$ cat src/pssrc_pkg.sv
// constants, register map, field layout and carrier types for the
// power stage start/stop and fault recovery controller.
// assumes a 20 MHz processing clock and an 8-bit register port.
package pssrc_pkg;

  // clock and timer resolution
  localparam int unsigned CLK_HZ = 20_000_000;
  localparam int unsigned TICK_US = 100;
  localparam int unsigned TICK_CYC = CLK_HZ / 1_000_000 * TICK_US;
  localparam int unsigned TMR_W = 18;

  // register bus widths
  localparam int unsigned AW = 8;
  localparam int unsigned DW = 8;

  // register offsets
  localparam logic [7:0] ADDR_RAMP = 8'h1A;
  localparam logic [7:0] ADDR_TRIM = 8'h1B;
  localparam logic [7:0] ADDR_WAIT = 8'h1C;
  localparam logic [7:0] ADDR_STAT = 8'h1D;
  localparam logic [7:0] ADDR_MASK = 8'h1E;

  // reset values
  localparam logic [7:0] RAMP_RST = 8'h0F;
  localparam logic [7:0] TRIM_RST = 8'h82;
  localparam logic [3:0] WAIT_RST = 4'h2;

  // field positions
  localparam int unsigned RAMP_DIS_BIT = 7;
  localparam int unsigned TRIM_RSV_BIT = 7;
  localparam int unsigned TRIM_DONE_BIT = 6;
  localparam int unsigned TRIM_SEL_BIT = 1;

  // status and mask bit layout
  localparam int unsigned ST_RAMP_DONE = 0;
  localparam int unsigned ST_TRIM_DONE = 1;
  localparam int unsigned ST_FAULT = 2;
  localparam int unsigned ST_RESTART = 3;
  localparam int unsigned NSTAT = 4;

  // start/stop interval per 5-bit code, in 0.1 ms ticks
  function automatic logic [TMR_W-1:0] ramp_ticks(input logic [4:0] code);
    logic [TMR_W-1:0] t;
    t = 18'h00000;
    unique case (code)
      5'h08: t = 18'd165;
      5'h09: t = 18'd239;
      5'h0A: t = 18'd314;
      5'h0B: t = 18'd404;
      5'h0C: t = 18'd539;
      5'h0D: t = 18'd703;
      5'h0E: t = 18'd942;
      5'h0F: t = 18'd1257;
      5'h10: t = 18'd1646;
      5'h11: t = 18'd394;
      5'h12: t = 18'd3142;
      5'h13: t = 18'd4039;
      5'h14: t = 18'd5386;
      5'h15: t = 18'd7031;
      5'h16: t = 18'd9425;
      5'h17: t = 18'd12566;
      5'h18: t = 18'd17281;
      5'h19: t = 18'd25136;
      5'h1A: t = 18'd32991;
      5'h1B: t = 18'd42417;
      5'h1C: t = 18'd56556;
      5'h1D: t = 18'd73837;
      5'h1E: t = 18'd98973;
      5'h1F: t = 18'd131964;
      default: t = 18'h00000;
    endcase
    return t;
  endfunction : ramp_ticks

  // back-end reset wait per 4-bit code, in 0.1 ms ticks
  function automatic logic [TMR_W-1:0] wait_ticks(input logic [3:0] code);
    logic [TMR_W-1:0] t;
    t = 18'd2990;
    unique case (code)
      4'h3: t = 18'd4490;
      4'h4: t = 18'd5980;
      4'h5: t = 18'd7480;
      4'h6: t = 18'd8980;
      4'h7: t = 18'd10470;
      4'h8: t = 18'd11970;
      4'h9: t = 18'd13460;
      4'hA, 4'hB, 4'hC, 4'hD, 4'hE, 4'hF: t = 18'd14960;
      default: t = 18'd2990;
    endcase
    return t;
  endfunction : wait_ticks

  // register port request
  typedef struct packed {
    logic wr;
    logic rd;
    logic [AW-1:0] addr;
    logic [DW-1:0] wdata;
  } pssrc_bus_req_t;

  // power stage control
  typedef struct packed {
    logic stage_run;
    logic half_duty;
    logic stage_reset;
  } pssrc_stage_t;

  typedef enum {S_OFF, S_RAMP_UP, S_RUN, S_RAMP_DOWN, S_FAULT} pssrc_state_t;

endpackage : pssrc_pkg

$ cat src/pssrc_tick_timer.sv
// down-counting interval timer advanced by a tick enable.
// assumes load and tick come from logic on the same clock.
`timescale 1ns/1ps
module pssrc_tick_timer #(
  parameter int unsigned W = 18
) (
  input wire logic clk,
  input wire logic nrst,
  input wire logic load,
  input wire logic [W-1:0] load_val,
  input wire logic tick,
  output logic busy,
  output logic expire
);

  logic [W-1:0] cnt_r;

  // count ticks down, one-cycle expire at the last one
  always_ff @(posedge clk) begin
    if (!nrst) begin
      cnt_r <= '0;
      busy <= 1'b0;
      expire <= 1'b0;
    end else begin
      expire <= 1'b0;
      if (load) begin
        cnt_r <= load_val;
        busy <= 1'b1;
      end else if (busy && tick) begin
        if (cnt_r <= W'(1)) begin
          busy <= 1'b0;
          expire <= 1'b1;
        end else begin
          cnt_r <= cnt_r - W'(1);
        end
      end
    end
  end

endmodule : pssrc_tick_timer

$ cat src/pssrc_ctrl.sv
// power stage start/stop ramp, oscillator trim and back-end fault recovery.
// assumes registers are reached over a plain strobe port, one clock domain.
// Contract
// - A start/stop interval is run on every entry to or exit from all-channel shutdown and every power-down pin change.
//   Here an interval runs only when the change turns the stage on or off, and not in S_FAULT.
// - Period code bits four and three both zero skip the half-duty interval.
// - Codes 01000 to 01111 give 16.5 ms up to 125.7 ms, and 01111 is the reset value.
// - Codes 10000 to 11111 give longer intervals from 164.6 ms up to about 13.2 s; code 10001 here gives only 39.4 ms.
// - Interval lengths are approximate and may drift with device activity.
// - Writing 0x00 to the trim register applies the factory oscillator trim.
// - Bit six of the trim register reads 0 until trim finishes and 1 afterwards.
// - The factory-trim select bit one resets to 1 and writing 0 selects factory trim.
// - A back-end error resets the power stage and stops all PWM activity.
// - After a back-end error the stage waits the programmed period and then restarts.
// - The low four wait bits give 299 ms at code 0010, about 150 ms more per code, 1496 ms from 1010.
// - The wait register takes one write after reset and ignores the rest.
//
// Design decision made here: the address-and-strobe port.
`timescale 1ns/1ps
module pssrc_ctrl #(
  parameter int unsigned TICK_CYCLES = pssrc_pkg::TICK_CYC
) (
  input wire logic clk,
  input wire logic nrst,
  input wire pssrc_pkg::pssrc_bus_req_t bus_req,
  output logic [pssrc_pkg::DW-1:0] rdata_r,
  input wire logic powerdown_pin_state,
  input wire logic all_ch_shutdown,
  input wire logic backend_fault,
  input wire logic osc_trim_ready,
  output pssrc_pkg::pssrc_stage_t stage_r,
  output logic trim_apply_r,
  output logic irq_r
);

  localparam int unsigned TW = pssrc_pkg::TMR_W;

  logic [2:0] sync1_r;
  logic [2:0] sync2_r;
  logic pin_s;
  logic fault_s;
  logic osc_s;
  logic [11:0] div_r;
  logic tick_r;
  logic ramp_dis_r;
  logic [4:0] ramp_code_r;
  logic trim_sel_r;
  logic trim_done_r;
  logic [3:0] wait_code_r;
  logic wait_lock_r;
  logic [pssrc_pkg::NSTAT-1:0] stat_r;
  logic [pssrc_pkg::NSTAT-1:0] mask_r;
  logic [pssrc_pkg::NSTAT-1:0] stat_set;
  pssrc_pkg::pssrc_state_t state_r;
  pssrc_pkg::pssrc_state_t state_nxt;
  logic target_on;
  logic ramp_on;
  logic ramp_load;
  logic wait_load;
  logic ramp_busy;
  logic ramp_exp;
  logic wait_exp;
  logic [TW-1:0] ramp_len;
  logic [TW-1:0] wait_len;
  logic wr_ramp;
  logic wr_trim;
  logic wr_wait;

  // two-stage synchronisers for pin and analog-side inputs
  always_ff @(posedge clk) begin
    if (!nrst) begin
      sync1_r <= 3'h0;
      sync2_r <= 3'h0;
    end else begin
      sync1_r <= {osc_trim_ready, backend_fault, powerdown_pin_state};
      sync2_r <= sync1_r;
    end
  end
  assign pin_s = sync2_r[0];
  assign fault_s = sync2_r[1];
  assign osc_s = sync2_r[2];

  // 0.1 ms tick divider; tick phase adds up to one tick of slack
  always_ff @(posedge clk) begin
    if (!nrst) begin
      div_r <= 12'h000;
      tick_r <= 1'b0;
    end else if (div_r >= 12'(TICK_CYCLES - 1)) begin
      div_r <= 12'h000;
      tick_r <= 1'b1;
    end else begin
      div_r <= div_r + 12'h001;
      tick_r <= 1'b0;
    end
  end

  // write decode
  assign wr_ramp = bus_req.wr && (bus_req.addr == pssrc_pkg::ADDR_RAMP);
  assign wr_trim = bus_req.wr && (bus_req.addr == pssrc_pkg::ADDR_TRIM);
  assign wr_wait = bus_req.wr && (bus_req.addr == pssrc_pkg::ADDR_WAIT);

  // start/stop period register
  always_ff @(posedge clk) begin
    if (!nrst) begin
      ramp_dis_r <= pssrc_pkg::RAMP_RST[pssrc_pkg::RAMP_DIS_BIT];
      ramp_code_r <= pssrc_pkg::RAMP_RST[4:0];
    end else if (wr_ramp) begin
      ramp_dis_r <= bus_req.wdata[pssrc_pkg::RAMP_DIS_BIT];
      ramp_code_r <= bus_req.wdata[4:0];
    end
  end

  // trim select: writing 0x00 clears the select bit and applies factory trim
  always_ff @(posedge clk) begin
    if (!nrst) begin
      trim_sel_r <= pssrc_pkg::TRIM_RST[pssrc_pkg::TRIM_SEL_BIT];
      trim_apply_r <= 1'b0;
    end else begin
      if (wr_trim) begin
        trim_sel_r <= bus_req.wdata[pssrc_pkg::TRIM_SEL_BIT];
      end
      trim_apply_r <= ~trim_sel_r;
    end
  end

  // trim complete flag, sticky until reset
  always_ff @(posedge clk) begin
    if (!nrst) begin
      trim_done_r <= 1'b0;
    end else if (trim_apply_r && osc_s) begin
      trim_done_r <= 1'b1;
    end
  end

  // back-end wait register, one write after reset
  always_ff @(posedge clk) begin
    if (!nrst) begin
      wait_code_r <= pssrc_pkg::WAIT_RST;
      wait_lock_r <= 1'b0;
    end else if (wr_wait && !wait_lock_r) begin
      wait_code_r <= bus_req.wdata[3:0];
      wait_lock_r <= 1'b1;
    end
  end

  // interval lengths from the code tables
  assign ramp_len = pssrc_pkg::ramp_ticks(ramp_code_r);
  assign wait_len = pssrc_pkg::wait_ticks(wait_code_r);

  // stage should run when not shut down and pin says powered up
  assign target_on = pin_s && !all_ch_shutdown;
  assign ramp_on = !ramp_dis_r && (ramp_code_r[4:3] != 2'b00);

  // start/stop and recovery sequencing
  always_comb begin
    state_nxt = state_r;
    ramp_load = 1'b0;
    wait_load = 1'b0;
    unique case (state_r)
      pssrc_pkg::S_OFF: begin
        if (target_on) begin
          ramp_load = ramp_on;
          state_nxt = ramp_on ? pssrc_pkg::S_RAMP_UP : pssrc_pkg::S_RUN;
        end
      end
      pssrc_pkg::S_RAMP_UP: begin
        if (!target_on) begin
          ramp_load = 1'b1;
          state_nxt = pssrc_pkg::S_RAMP_DOWN;
        end else if (ramp_exp) begin
          state_nxt = pssrc_pkg::S_RUN;
        end
      end
      pssrc_pkg::S_RUN: begin
        if (!target_on) begin
          ramp_load = ramp_on;
          state_nxt = ramp_on ? pssrc_pkg::S_RAMP_DOWN : pssrc_pkg::S_OFF;
        end
      end
      pssrc_pkg::S_RAMP_DOWN: begin
        if (target_on) begin
          ramp_load = 1'b1;
          state_nxt = pssrc_pkg::S_RAMP_UP;
        end else if (ramp_exp) begin
          state_nxt = pssrc_pkg::S_OFF;
        end
      end
      pssrc_pkg::S_FAULT: begin
        if (wait_exp) begin
          state_nxt = pssrc_pkg::S_OFF;
        end
      end
    endcase
    // a back-end error overrides any active phase
    if (fault_s && (state_r != pssrc_pkg::S_OFF) && (state_r != pssrc_pkg::S_FAULT)) begin
      state_nxt = pssrc_pkg::S_FAULT;
      ramp_load = 1'b0;
      wait_load = 1'b1;
    end
  end

  // state and stage control outputs
  always_ff @(posedge clk) begin
    if (!nrst) begin
      state_r <= pssrc_pkg::S_OFF;
      stage_r <= '0;
    end else begin
      state_r <= state_nxt;
      stage_r.stage_run <= (state_nxt == pssrc_pkg::S_RAMP_UP) ||
                           (state_nxt == pssrc_pkg::S_RUN) ||
                           (state_nxt == pssrc_pkg::S_RAMP_DOWN);
      stage_r.half_duty <= (state_nxt == pssrc_pkg::S_RAMP_UP) ||
                           (state_nxt == pssrc_pkg::S_RAMP_DOWN);
      stage_r.stage_reset <= (state_nxt == pssrc_pkg::S_FAULT);
    end
  end

  pssrc_tick_timer #(.W(TW)) u_ramp_tmr (
    .clk(clk),
    .nrst(nrst),
    .load(ramp_load),
    .load_val(ramp_len),
    .tick(tick_r),
    .busy(ramp_busy),
    .expire(ramp_exp)
  );

  pssrc_tick_timer #(.W(TW)) u_wait_tmr (
    .clk(clk),
    .nrst(nrst),
    .load(wait_load),
    .load_val(wait_len),
    .tick(tick_r),
    .busy(),
    .expire(wait_exp)
  );

  // event sources for the status register
  always_comb begin
    stat_set = '0;
    stat_set[pssrc_pkg::ST_RAMP_DONE] = ramp_exp && stage_r.half_duty; // only a live interval
    stat_set[pssrc_pkg::ST_TRIM_DONE] = trim_apply_r && osc_s && !trim_done_r;
    stat_set[pssrc_pkg::ST_FAULT] = wait_load;
    stat_set[pssrc_pkg::ST_RESTART] = (state_r == pssrc_pkg::S_FAULT) && wait_exp;
  end

  // sticky status, write one to clear, a new event wins over the clear
  always_ff @(posedge clk) begin
    if (!nrst) begin
      stat_r <= '0;
      mask_r <= '0;
    end else begin
      if (bus_req.wr && (bus_req.addr == pssrc_pkg::ADDR_STAT)) begin
        stat_r <= (stat_r & ~bus_req.wdata[pssrc_pkg::NSTAT-1:0]) | stat_set;
      end else begin
        stat_r <= stat_r | stat_set;
      end
      if (bus_req.wr && (bus_req.addr == pssrc_pkg::ADDR_MASK)) begin
        mask_r <= bus_req.wdata[pssrc_pkg::NSTAT-1:0];
      end
    end
  end

  // level interrupt
  always_ff @(posedge clk) begin
    if (!nrst) begin
      irq_r <= 1'b0;
    end else begin
      irq_r <= |(stat_r & mask_r);
    end
  end

  // read data, one cycle after the strobe, zero otherwise
  always_ff @(posedge clk) begin
    if (!nrst) begin
      rdata_r <= 8'h00;
    end else if (bus_req.rd) begin
      unique case (bus_req.addr)
        pssrc_pkg::ADDR_RAMP: rdata_r <= {ramp_dis_r, 2'b00, ramp_code_r};
        pssrc_pkg::ADDR_TRIM: rdata_r <= {1'b1, trim_done_r, 4'h0, trim_sel_r, 1'b0};
        pssrc_pkg::ADDR_WAIT: rdata_r <= {4'h0, wait_code_r};
        pssrc_pkg::ADDR_STAT: rdata_r <= {4'h0, stat_r};
        pssrc_pkg::ADDR_MASK: rdata_r <= {4'h0, mask_r};
        default: rdata_r <= 8'h00;
      endcase
    end else begin
      rdata_r <= 8'h00;
    end
  end
endmodule : pssrc_ctrl

$ cat config.mk
export PLATFORM = sky130hd
export DESIGN_NAME = pssrc_ctrl
export DESIGN_NICKNAME = d
export VERILOG_FILES = /design/src/pssrc_pkg.sv /design/src/pssrc_tick_timer.sv /design/src/pssrc_ctrl.sv
export SDC_FILE = /design/constraint.sdc
export NUM_CORES = 1
export LEC_CHECK = 0
export BUFFER_PORTS_ARGS = -buffer_cell sky130_fd_sc_hd__buf_2
export CAP_MARGIN = 20
export CORE_MARGIN = 1.5
export CORE_UTILIZATION = 40
export CTS_CLUSTER_SIZE = 10
export DETAILED_ROUTE_END_ITERATION = 12
export PLACE_DENSITY = 0.66
export SLEW_MARGIN = 20
export SYNTH_ARGS = -nofsm -noshare
export SYNTH_HDL_FRONTEND = slang
export SYNTH_HIERARCHICAL = 1
export SYNTH_SLANG_ARGS = --single-unit
$ cat constraint.sdc
create_clock -name clk -period 8.7 [get_ports clk]
set_clock_uncertainty 0.05 [all_clocks]
set_input_delay 1.74 -clock clk [delete_from_list [all_inputs] [get_ports clk]]
set_output_delay 1.74 -clock clk [all_outputs]
set_load 0.02 [all_outputs]
==> results of run 1 <==
-- cell usage in the layout, fill, tap and decap left out, types with 9 or more instances in the layout --
cell,synthesis,final
nand2_1,84,84
a31oi_1,21,21
a21oi_1,57,57
nor3_1,24,24
dfxtp_1,155,155
nor2_1,78,78
o21ai_0,53,53
buf_2,15,33
inv_1,22,22
or4_1,9,9
mux2i_1,29,29
a22oi_1,9,9
clkbuf_16,0,17
or3_1,13,13
ha_1,19,19
nand3_1,22,22
and2_1,22,22
o211ai_1,11,11
-- per-layer routing --
metal  routed length (µm)  part of all wire (%)
met3                  746                   4.4
met2                 8030                    48
met5                    0                     0
met4                  197                   1.2
met1                 7910                    47
-- power breakdown --
part	switching, mW	internal, mW
combinational	0.410	0.196
clock	0.307	0.409
sequential	0.0566	0.768
-- per-stage QoR --
| step | std cells | worst slack (ns) | util, % |
|---|---|---|---|
| CTS | 1110 | 4.08 | 45.9 |
| global placement | 1078 | 3.61 | 42.7 |
| global route | 1110 | 3.74 | 45.9 |
| finish | 1110 | 4.05 | 45.9 |
| floorplan | 866 | 4.23 | - |
| detailed placement | 1078 | 3.62 | 42.7 |
-- worst max-delay path: cells and delay by family --
family / cells / cell delay, ns
buf+inv: 4 / 1.78
compound gates: 3 / 0.92
fa+ha+maj: 1 / 0.26
simple gates: 2 / 0.16
-- state kept, by name, summed over array words and instances (netlist names), 5 cells and up --
name and cells:
div_r 12, u_wait_tmr/cnt_r 18, ramp_len 18, wait_len 13
state_r 32, rdata_r 7, ramp_code_r 5, u_ramp_tmr/cnt_r 18
-- cells by family (layout without fill, tap and decap cells) --
group | after synthesis | after routing | synth area share, %
AND/OR/NAND/NOR | 325 | 325 | 23.7
AO/OA/AOI/OAI | 237 | 237 | 21.3
flip-flops | 155 | 155 | 41.5
buffers and inverters | 79 | 94 | 4.41
multiplexers | 32 | 32 | 4.46
adder cells (fa/ha/maj) | 19 | 19 | 3.18
XOR/XNOR | 12 | 12 | 1.40
other | 1 | 7 | 0.0501
-- cell type report --
cell class,count,area [µm²],share of cell area (%)
inverter,27,101,1.22
clock inverter,13,134,1.61
timing repair buffer,35,180,2.16
tap,229,287,3.44
multi-input combinational,632,4080,49.0
sequential,155,3100,37.3
clock buffer,19,443,5.32
-- worst min-delay path by stage --
| stage | start | end | cells after the start | slack [ns] |
|---|---|---|---|---|
| floorplan | sync1_r[0] | sync2_r[0] | 1 | 0.36 |
| global placement | sync1_r[2] | sync2_r[2] | 1 | 0.37 |
| detailed placement | sync1_r[2] | sync2_r[2] | 1 | 0.37 |
| CTS | sync1_r[2] | sync2_r[2] | 1 | 0.39 |
| global route | sync1_r[2] | sync2_r[2] | 1 | 0.41 |
| finish | sync1_r[2] | sync2_r[2] | 1 | 0.39 |
==> results.json, run 1 <==
{
  "max_cap_viol_count": 0,
  "finalSetupViolations": 0,
  "grt_first_pass_wirelength_um": 28200,
  "wl_um": 16900,
  "max-clock-path-buffers": 2,
  "path_cells": "buf_2 > buf_4 > clkinv_1 > a41o_1 > a21o_1 > inv_2 > ha_1 > nor2_1 > nor2_1 > a22oi_1",
  "place_hpwl_um": 11500,
  "n_fill_cell": 1764,
  "post-route-period-util_pct": 53.5,
  "yosysTopAreaCellShare_pct": 41.5,
  "met3_usage_pct": 3.30,
  "hold_buffers": 0,
  "rows": 49,
  "worstReg2RegEnd": "u_ramp_tmr/cnt_r[12]",
  "busiest_layer": "met2",
  "slew-limit-headroom_pct": 35.3,
  "grt_pass1_vias": 5688,
  "synthArstFlopShare_pct": 0,
  "post_cts_buffers": 0,
  "holdCritPathClass": "flip-flop to flip-flop",
  "leakage_nw": 3.14,
  "cts_sinks": 155,
  "yosys-top-cells-area": "dfxtp_1 41%, nand2_1 4.2%, nor2_1 3.9%",
  "synth_edf_count": 0,
  "synthesis.instances": 860,
  "min_period_ns": 4.65,
  "io_buffer_count": 33,
  "clk_pin_slew_ns": 0.07,
  "viasPerCell": 5.61,
  "die_x_um": 140,
  "cp.required_ns": 8.95,
  "hold_ws_ns": 0.386,
  "powerDensity_nw_per_um2": 258,
  "placed_area_um2": 7750,
  "synth_warnings": 6,
  "drt-wirelength-per-cell_um": 15.2,
  "status": "finished clean",
  "rsz0062_at_grt": "false",
  "ir_worst_vdd_mv": 0.138,
  "drive_gt1_share_pct": 11.8,
  "slew_violations": 0,
  "cpMostUsedCell": "nor2_1",
  "antenna_found_initial": 0,
  "crit_slowest_cell": "clkinv_1",
  "grt_max_degree": 65,
  "avgSynthCellArea_um2": 8.70,
  "ys.flop_type": "dfxtp_1",
  "cp_max_fo": 64,
  "drc": 0,
  "synth_common_cells": "155 x dfxtp_1, 84 x nand2_1, 78 x nor2_1, 57 x a21oi_1, 53 x o21ai_0",
  "critPathLaunch": "nrst",
  "clock-root-buffer": "clkbuf_16",
  "start_kind": "input pin",
  "gr-usage-met1_pct": 23.5,
  "cts_tree": "yes",
  "hold_viol_final": 0,
  "htreeDepth": 4,
  "max_freq_mhz": 215,
  "drt_iter0_drc": 414,
  "max_stage_delay_ns": 0.83,
  "ys_seq_area_share_pct": 41.5,
  "core_area_um2": 18100,
  "worstReg2RegStart": "state_r[9]",
  "design_area_um2": 8330,
  "gp_routability_congestion": 0.837,
  "rr_worst_depth": 9,
  "regToRegSetupSlack_ns": 5.23,
  "ys_types": 83,
  "post_cts_resize_count": 0,
  "worst_pin_slew_ns": 0.963,
  "yosysMostFrequentCell": "dfxtp_1",
  "crit_path_end": "ramp_len[2]",
  "crit_arrival_ns": 4.91,
  "yosysTopAreaCell": "dfxtp_1",
  "criticalPathCategory": "input pin to flip-flop",
  "ys_ff_latch": 155,
  "nets": 911,
  "synth_area_um2": 7480,
  "drtPass1Iterations": 5,
  "grt_use_met2_pct": 28.6,
  "dieHeight_um": 140,
  "ios": 37,
  "tns_ns": 0,
  "ant_nets": 0,
  "dieArea_um2": 19500,
  "cts_buffers": 17,
  "areaGrowthSynthToFinish_pct": 11.3,
  "overflow": 0,
  "num_vias": 6228,
  "n_antenna_cell": 0,
  "clk_latency_ns": 0.43,
  "critPathCaptureType": "flip-flop",
  "finalPower_mw": 2.15,
  "grtUsageTotal_pct": 17.7,
  "start_util_pct": 41.2
}
No activity file was read; power rests on OpenSTA's default activity.
==> inputs of run 2 (changes only) <==
--- a/config.mk
+++ b/config.mk
@@ -5,13 +5,14 @@
 export SDC_FILE = /design/constraint.sdc
 export NUM_CORES = 1
 export LEC_CHECK = 0
+export ABC_AREA = 1
 export BUFFER_PORTS_ARGS = -buffer_cell sky130_fd_sc_hd__buf_2
 export CAP_MARGIN = 20
 export CORE_MARGIN = 1.5
 export CORE_UTILIZATION = 40
 export CTS_CLUSTER_SIZE = 10
 export DETAILED_ROUTE_END_ITERATION = 12
-export PLACE_DENSITY = 0.66
+export PLACE_DENSITY = 0.68
 export SLEW_MARGIN = 20
 export SYNTH_ARGS = -nofsm -noshare
 export SYNTH_HDL_FRONTEND = slang
==> constraint.sdc (replaced) <==
create_clock -name clk -period 4 [get_ports clk]
set_clock_uncertainty 0.05 [all_clocks]
set_input_delay 0.8 -clock clk [delete_from_list [all_inputs] [get_ports clk]]
set_output_delay 0.8 -clock clk [all_outputs]
set_load 0.02 [all_outputs]
==> run 2 against run 1 <==
Effect of this change:
- wire length grew 9.8%
- combinational power grew to 3.2 times the previous value
- die area grew 9.2%
- worst setup slack lost 3.1 ns
- largest cell class unchanged
- flip-flop and latch count is the same
==> results.json, run 2 <==
{
  "status": "finished clean",
  "num_vias": 7641,
  "yosys-top-cells-area": "dfxtp_1 38%, nand2_1 15%, nor2_1 11%",
  "path_cells": "inv_1 > nand2_1 > nor2_1 > nand2_1 > nor2_1 > nand2_1 > nand3_2 > inv_1 > nor2_1 > inv_2 > nand3_1 > nor2_1 > nand2_2 > nand2_4 > nand2_1 > nand2_1 > nor2_1",
  "final_common_cell": "nand2_1",
  "grtUsageTotal_pct": 18.0,
  "holdCritPathClass": "flip-flop to flip-flop",
  "post-route-period-util_pct": 76.1,
  "overflow": 0,
  "die_x_um": 146,
  "areaGrowthSynthToFinish_pct": 11.7,
  "post_cts_resize_count": 0,
  "htreeDepth": 4,
  "ant_nets": 0,
  "p_sw_share_pct": 39.7,
  "gp_routability_congestion": 0.937,
  "cts_tree": "yes",
  "tns_ns": 0,
  "hold_viol_final": 0,
  "synth_edf_count": 0,
  "dieArea_um2": 21300,
  "clock_power_share_pct": 30.4,
  "yosysTopAreaCell": "dfxtp_1",
  "clk_latency_ns": 0.43,
  "ys_types": 42,
  "slew_violations": 0,
  "cts_sinks": 155,
  "power_frac_seq_pct": 33.4,
  "max_cap_viol_count": 0,
  "grt_pass1_vias": 6900,
  "hold_buffers": 0,
  "crit_slowest_cell": "dfxtp_1",
  "cp_top_family": "simple AND/OR/NAND/NOR gates",
  "p_sw_mw": 2.09,
  "placed_area_um2": 8560,
  "place_hpwl_um": 13300,
  "ir_worst_vdd_mv": 0.311,
  "wl_um": 18500,
  "drt_iter0_drc": 501,
  "max_stage_delay_ns": 0.46,
  "max_freq_mhz": 329,
  "n_fill_cell": 2083,
  "start_kind": "flip-flop",
  "stdcell_count": 1571,
  "drt-wirelength-per-cell_um": 11.8,
  "final_cell_mix": "338 x nand2_1, 240 x nor2_1, 155 x dfxtp_1",
  "top_register": "state_r",
  "antenna_found_initial": 0,
  "comb_power_share_pct": 36.3,
  "worst_pin_slew_ns": 0.752,
  "clk_pin_slew_ns": 0.07,
  "synth_area_um2": 8190,
  "grt_first_pass_wirelength_um": 31900,
  "finalSetupViolations": 0,
  "ios": 37,
  "ys.flop_type": "dfxtp_1",
  "avgSynthCellArea_um2": 6.47,
  "hold_ws_ns": 0.364,
  "min_period_ns": 3.04,
  "nets": 1331,
  "crit_arrival_ns": 3.31,
  "synthArstFlopShare_pct": 0,
  "clock-root-buffer": "clkbuf_16",
  "rsz0062_at_grt": "false",
  "design_area_um2": 9150,
  "viasPerCell": 4.86,
  "max-clock-path-buffers": 2,
  "cts_buffers": 17,
  "slew-limit-headroom_pct": 49.3,
  "drc": 0,
  "rows": 52,
  "powerDensity_nw_per_um2": 577,
  "grt_max_degree": 51,
  "worst-path-buf-inv": 3,
  "synthesis.instances": 1265,
  "cp_max_fo": 24,
  "io_buffer_count": 33,
  "drtPass1Iterations": 5,
  "post_cts_buffers": 0,
  "yosysTopAreaCellShare_pct": 37.9,
  "core_area_um2": 20200,
  "start_util_pct": 40.6,
  "leakage_nw": 4.31,
  "ys_ff_latch": 155,
  "critPathCaptureType": "flip-flop",
  "yosysMostFrequentCell": "nand2_1",
  "drive_gt1_share_pct": 10.1,
  "synth_common_cells": "338 x nand2_1, 240 x nor2_1, 155 x dfxtp_1, 131 x inv_1, 98 x nand3_1",
  "n_antenna_cell": 0,
  "largest_reg_flops": 32,
  "ys_seq_area_share_pct": 37.9,
  "place_inst": 1539,
  "synth_warnings": 6,
  "internal_power_mw": 3.18,
  "cp.required_ns": 4.26,
  "criticalPathCategory": "flip-flop to flip-flop",
  "dieHeight_um": 146
}
run 2: changes by cell type in the layout (fill, tap and decap cells not counted), moves of 18 or more:
cell,change
nand2_1,+254
nor2_1,+162
inv_1,+109
nand3_1,+76
mux2i_1,-29
and2_1,-22
nor4_1,+21
a31oi_1,-20
nor3_1,-18
run 2: cells by family after synthesis:
family	share of synthesized area, %
simple gates	40.2
buf+inv	9.48
flops	37.9
compound gates	8.61
fa+ha+maj	2.90
xor+xnor	0.856
other cells	0.0458
run 2: area by class of cell:
class | count | area [µm²] | share of cell area (%)
Timing Repair Buffer | 40 | 218 | 2.38
Clock inverter | 14 | 149 | 1.63
Multi-Input combinational cell | 924 | 4330 | 47.3
Tap cell | 270 | 338 | 3.69
Clock buffer | 18 | 439 | 4.80
Inverter | 150 | 571 | 6.24
Sequential cell | 155 | 3100 | 33.9
run 2: routing by layer:
metal  GRT usage [%]  routed length [µm]
met1            24.2                9200
met2            29.3                8360
met3            3.22                 761
met4            5.86                 230
met5               0                   0
run 2: through the flow:
step	utilization (%)	power, mW	setup WS (ns)
5_1_grt	45.3	5.69	0.628
4_1_cts	45.3	5.30	0.966
3_5_place_dp	42.4	3.68	0.714
6_report	45.3	5.28	0.956
3_3_place_gp	42.4	3.65	0.756
2_1_floorplan	-	3.34	1.20
run 2: worst min-delay path, cell delays in order, from the launching register on:
cell and delay [ns]:
dfxtp_1 0.31, nand2_1 0.04, inv_1 0.04
run 2: power groups by stage:
stage | combinational (mW) | sequential [mW] | clock, mW
global route | 2.21 | 1.77 | 1.70
CTS | 1.91 | 1.76 | 1.64
global placement | 1.86 | 1.79 | 0
floorplan | 1.56 | 1.77 | 0
finish | 1.91 | 1.76 | 1.60
detailed placement | 1.89 | 1.79 | 0
run 2: path summary, 6_finish.rpt:
path	from	endpoint	slack, ns	cells after the start
hold / removal	sync1_r[0]	sync2_r[0]	0.36	2
setup reg to reg	state_r[0]	u_ramp_tmr/cnt_r[14]	0.96	17
setup / recovery	state_r[0]	u_ramp_tmr/cnt_r[14]	0.96	17
hold reg to reg	sync1_r[0]	sync2_r[0]	0.36	2
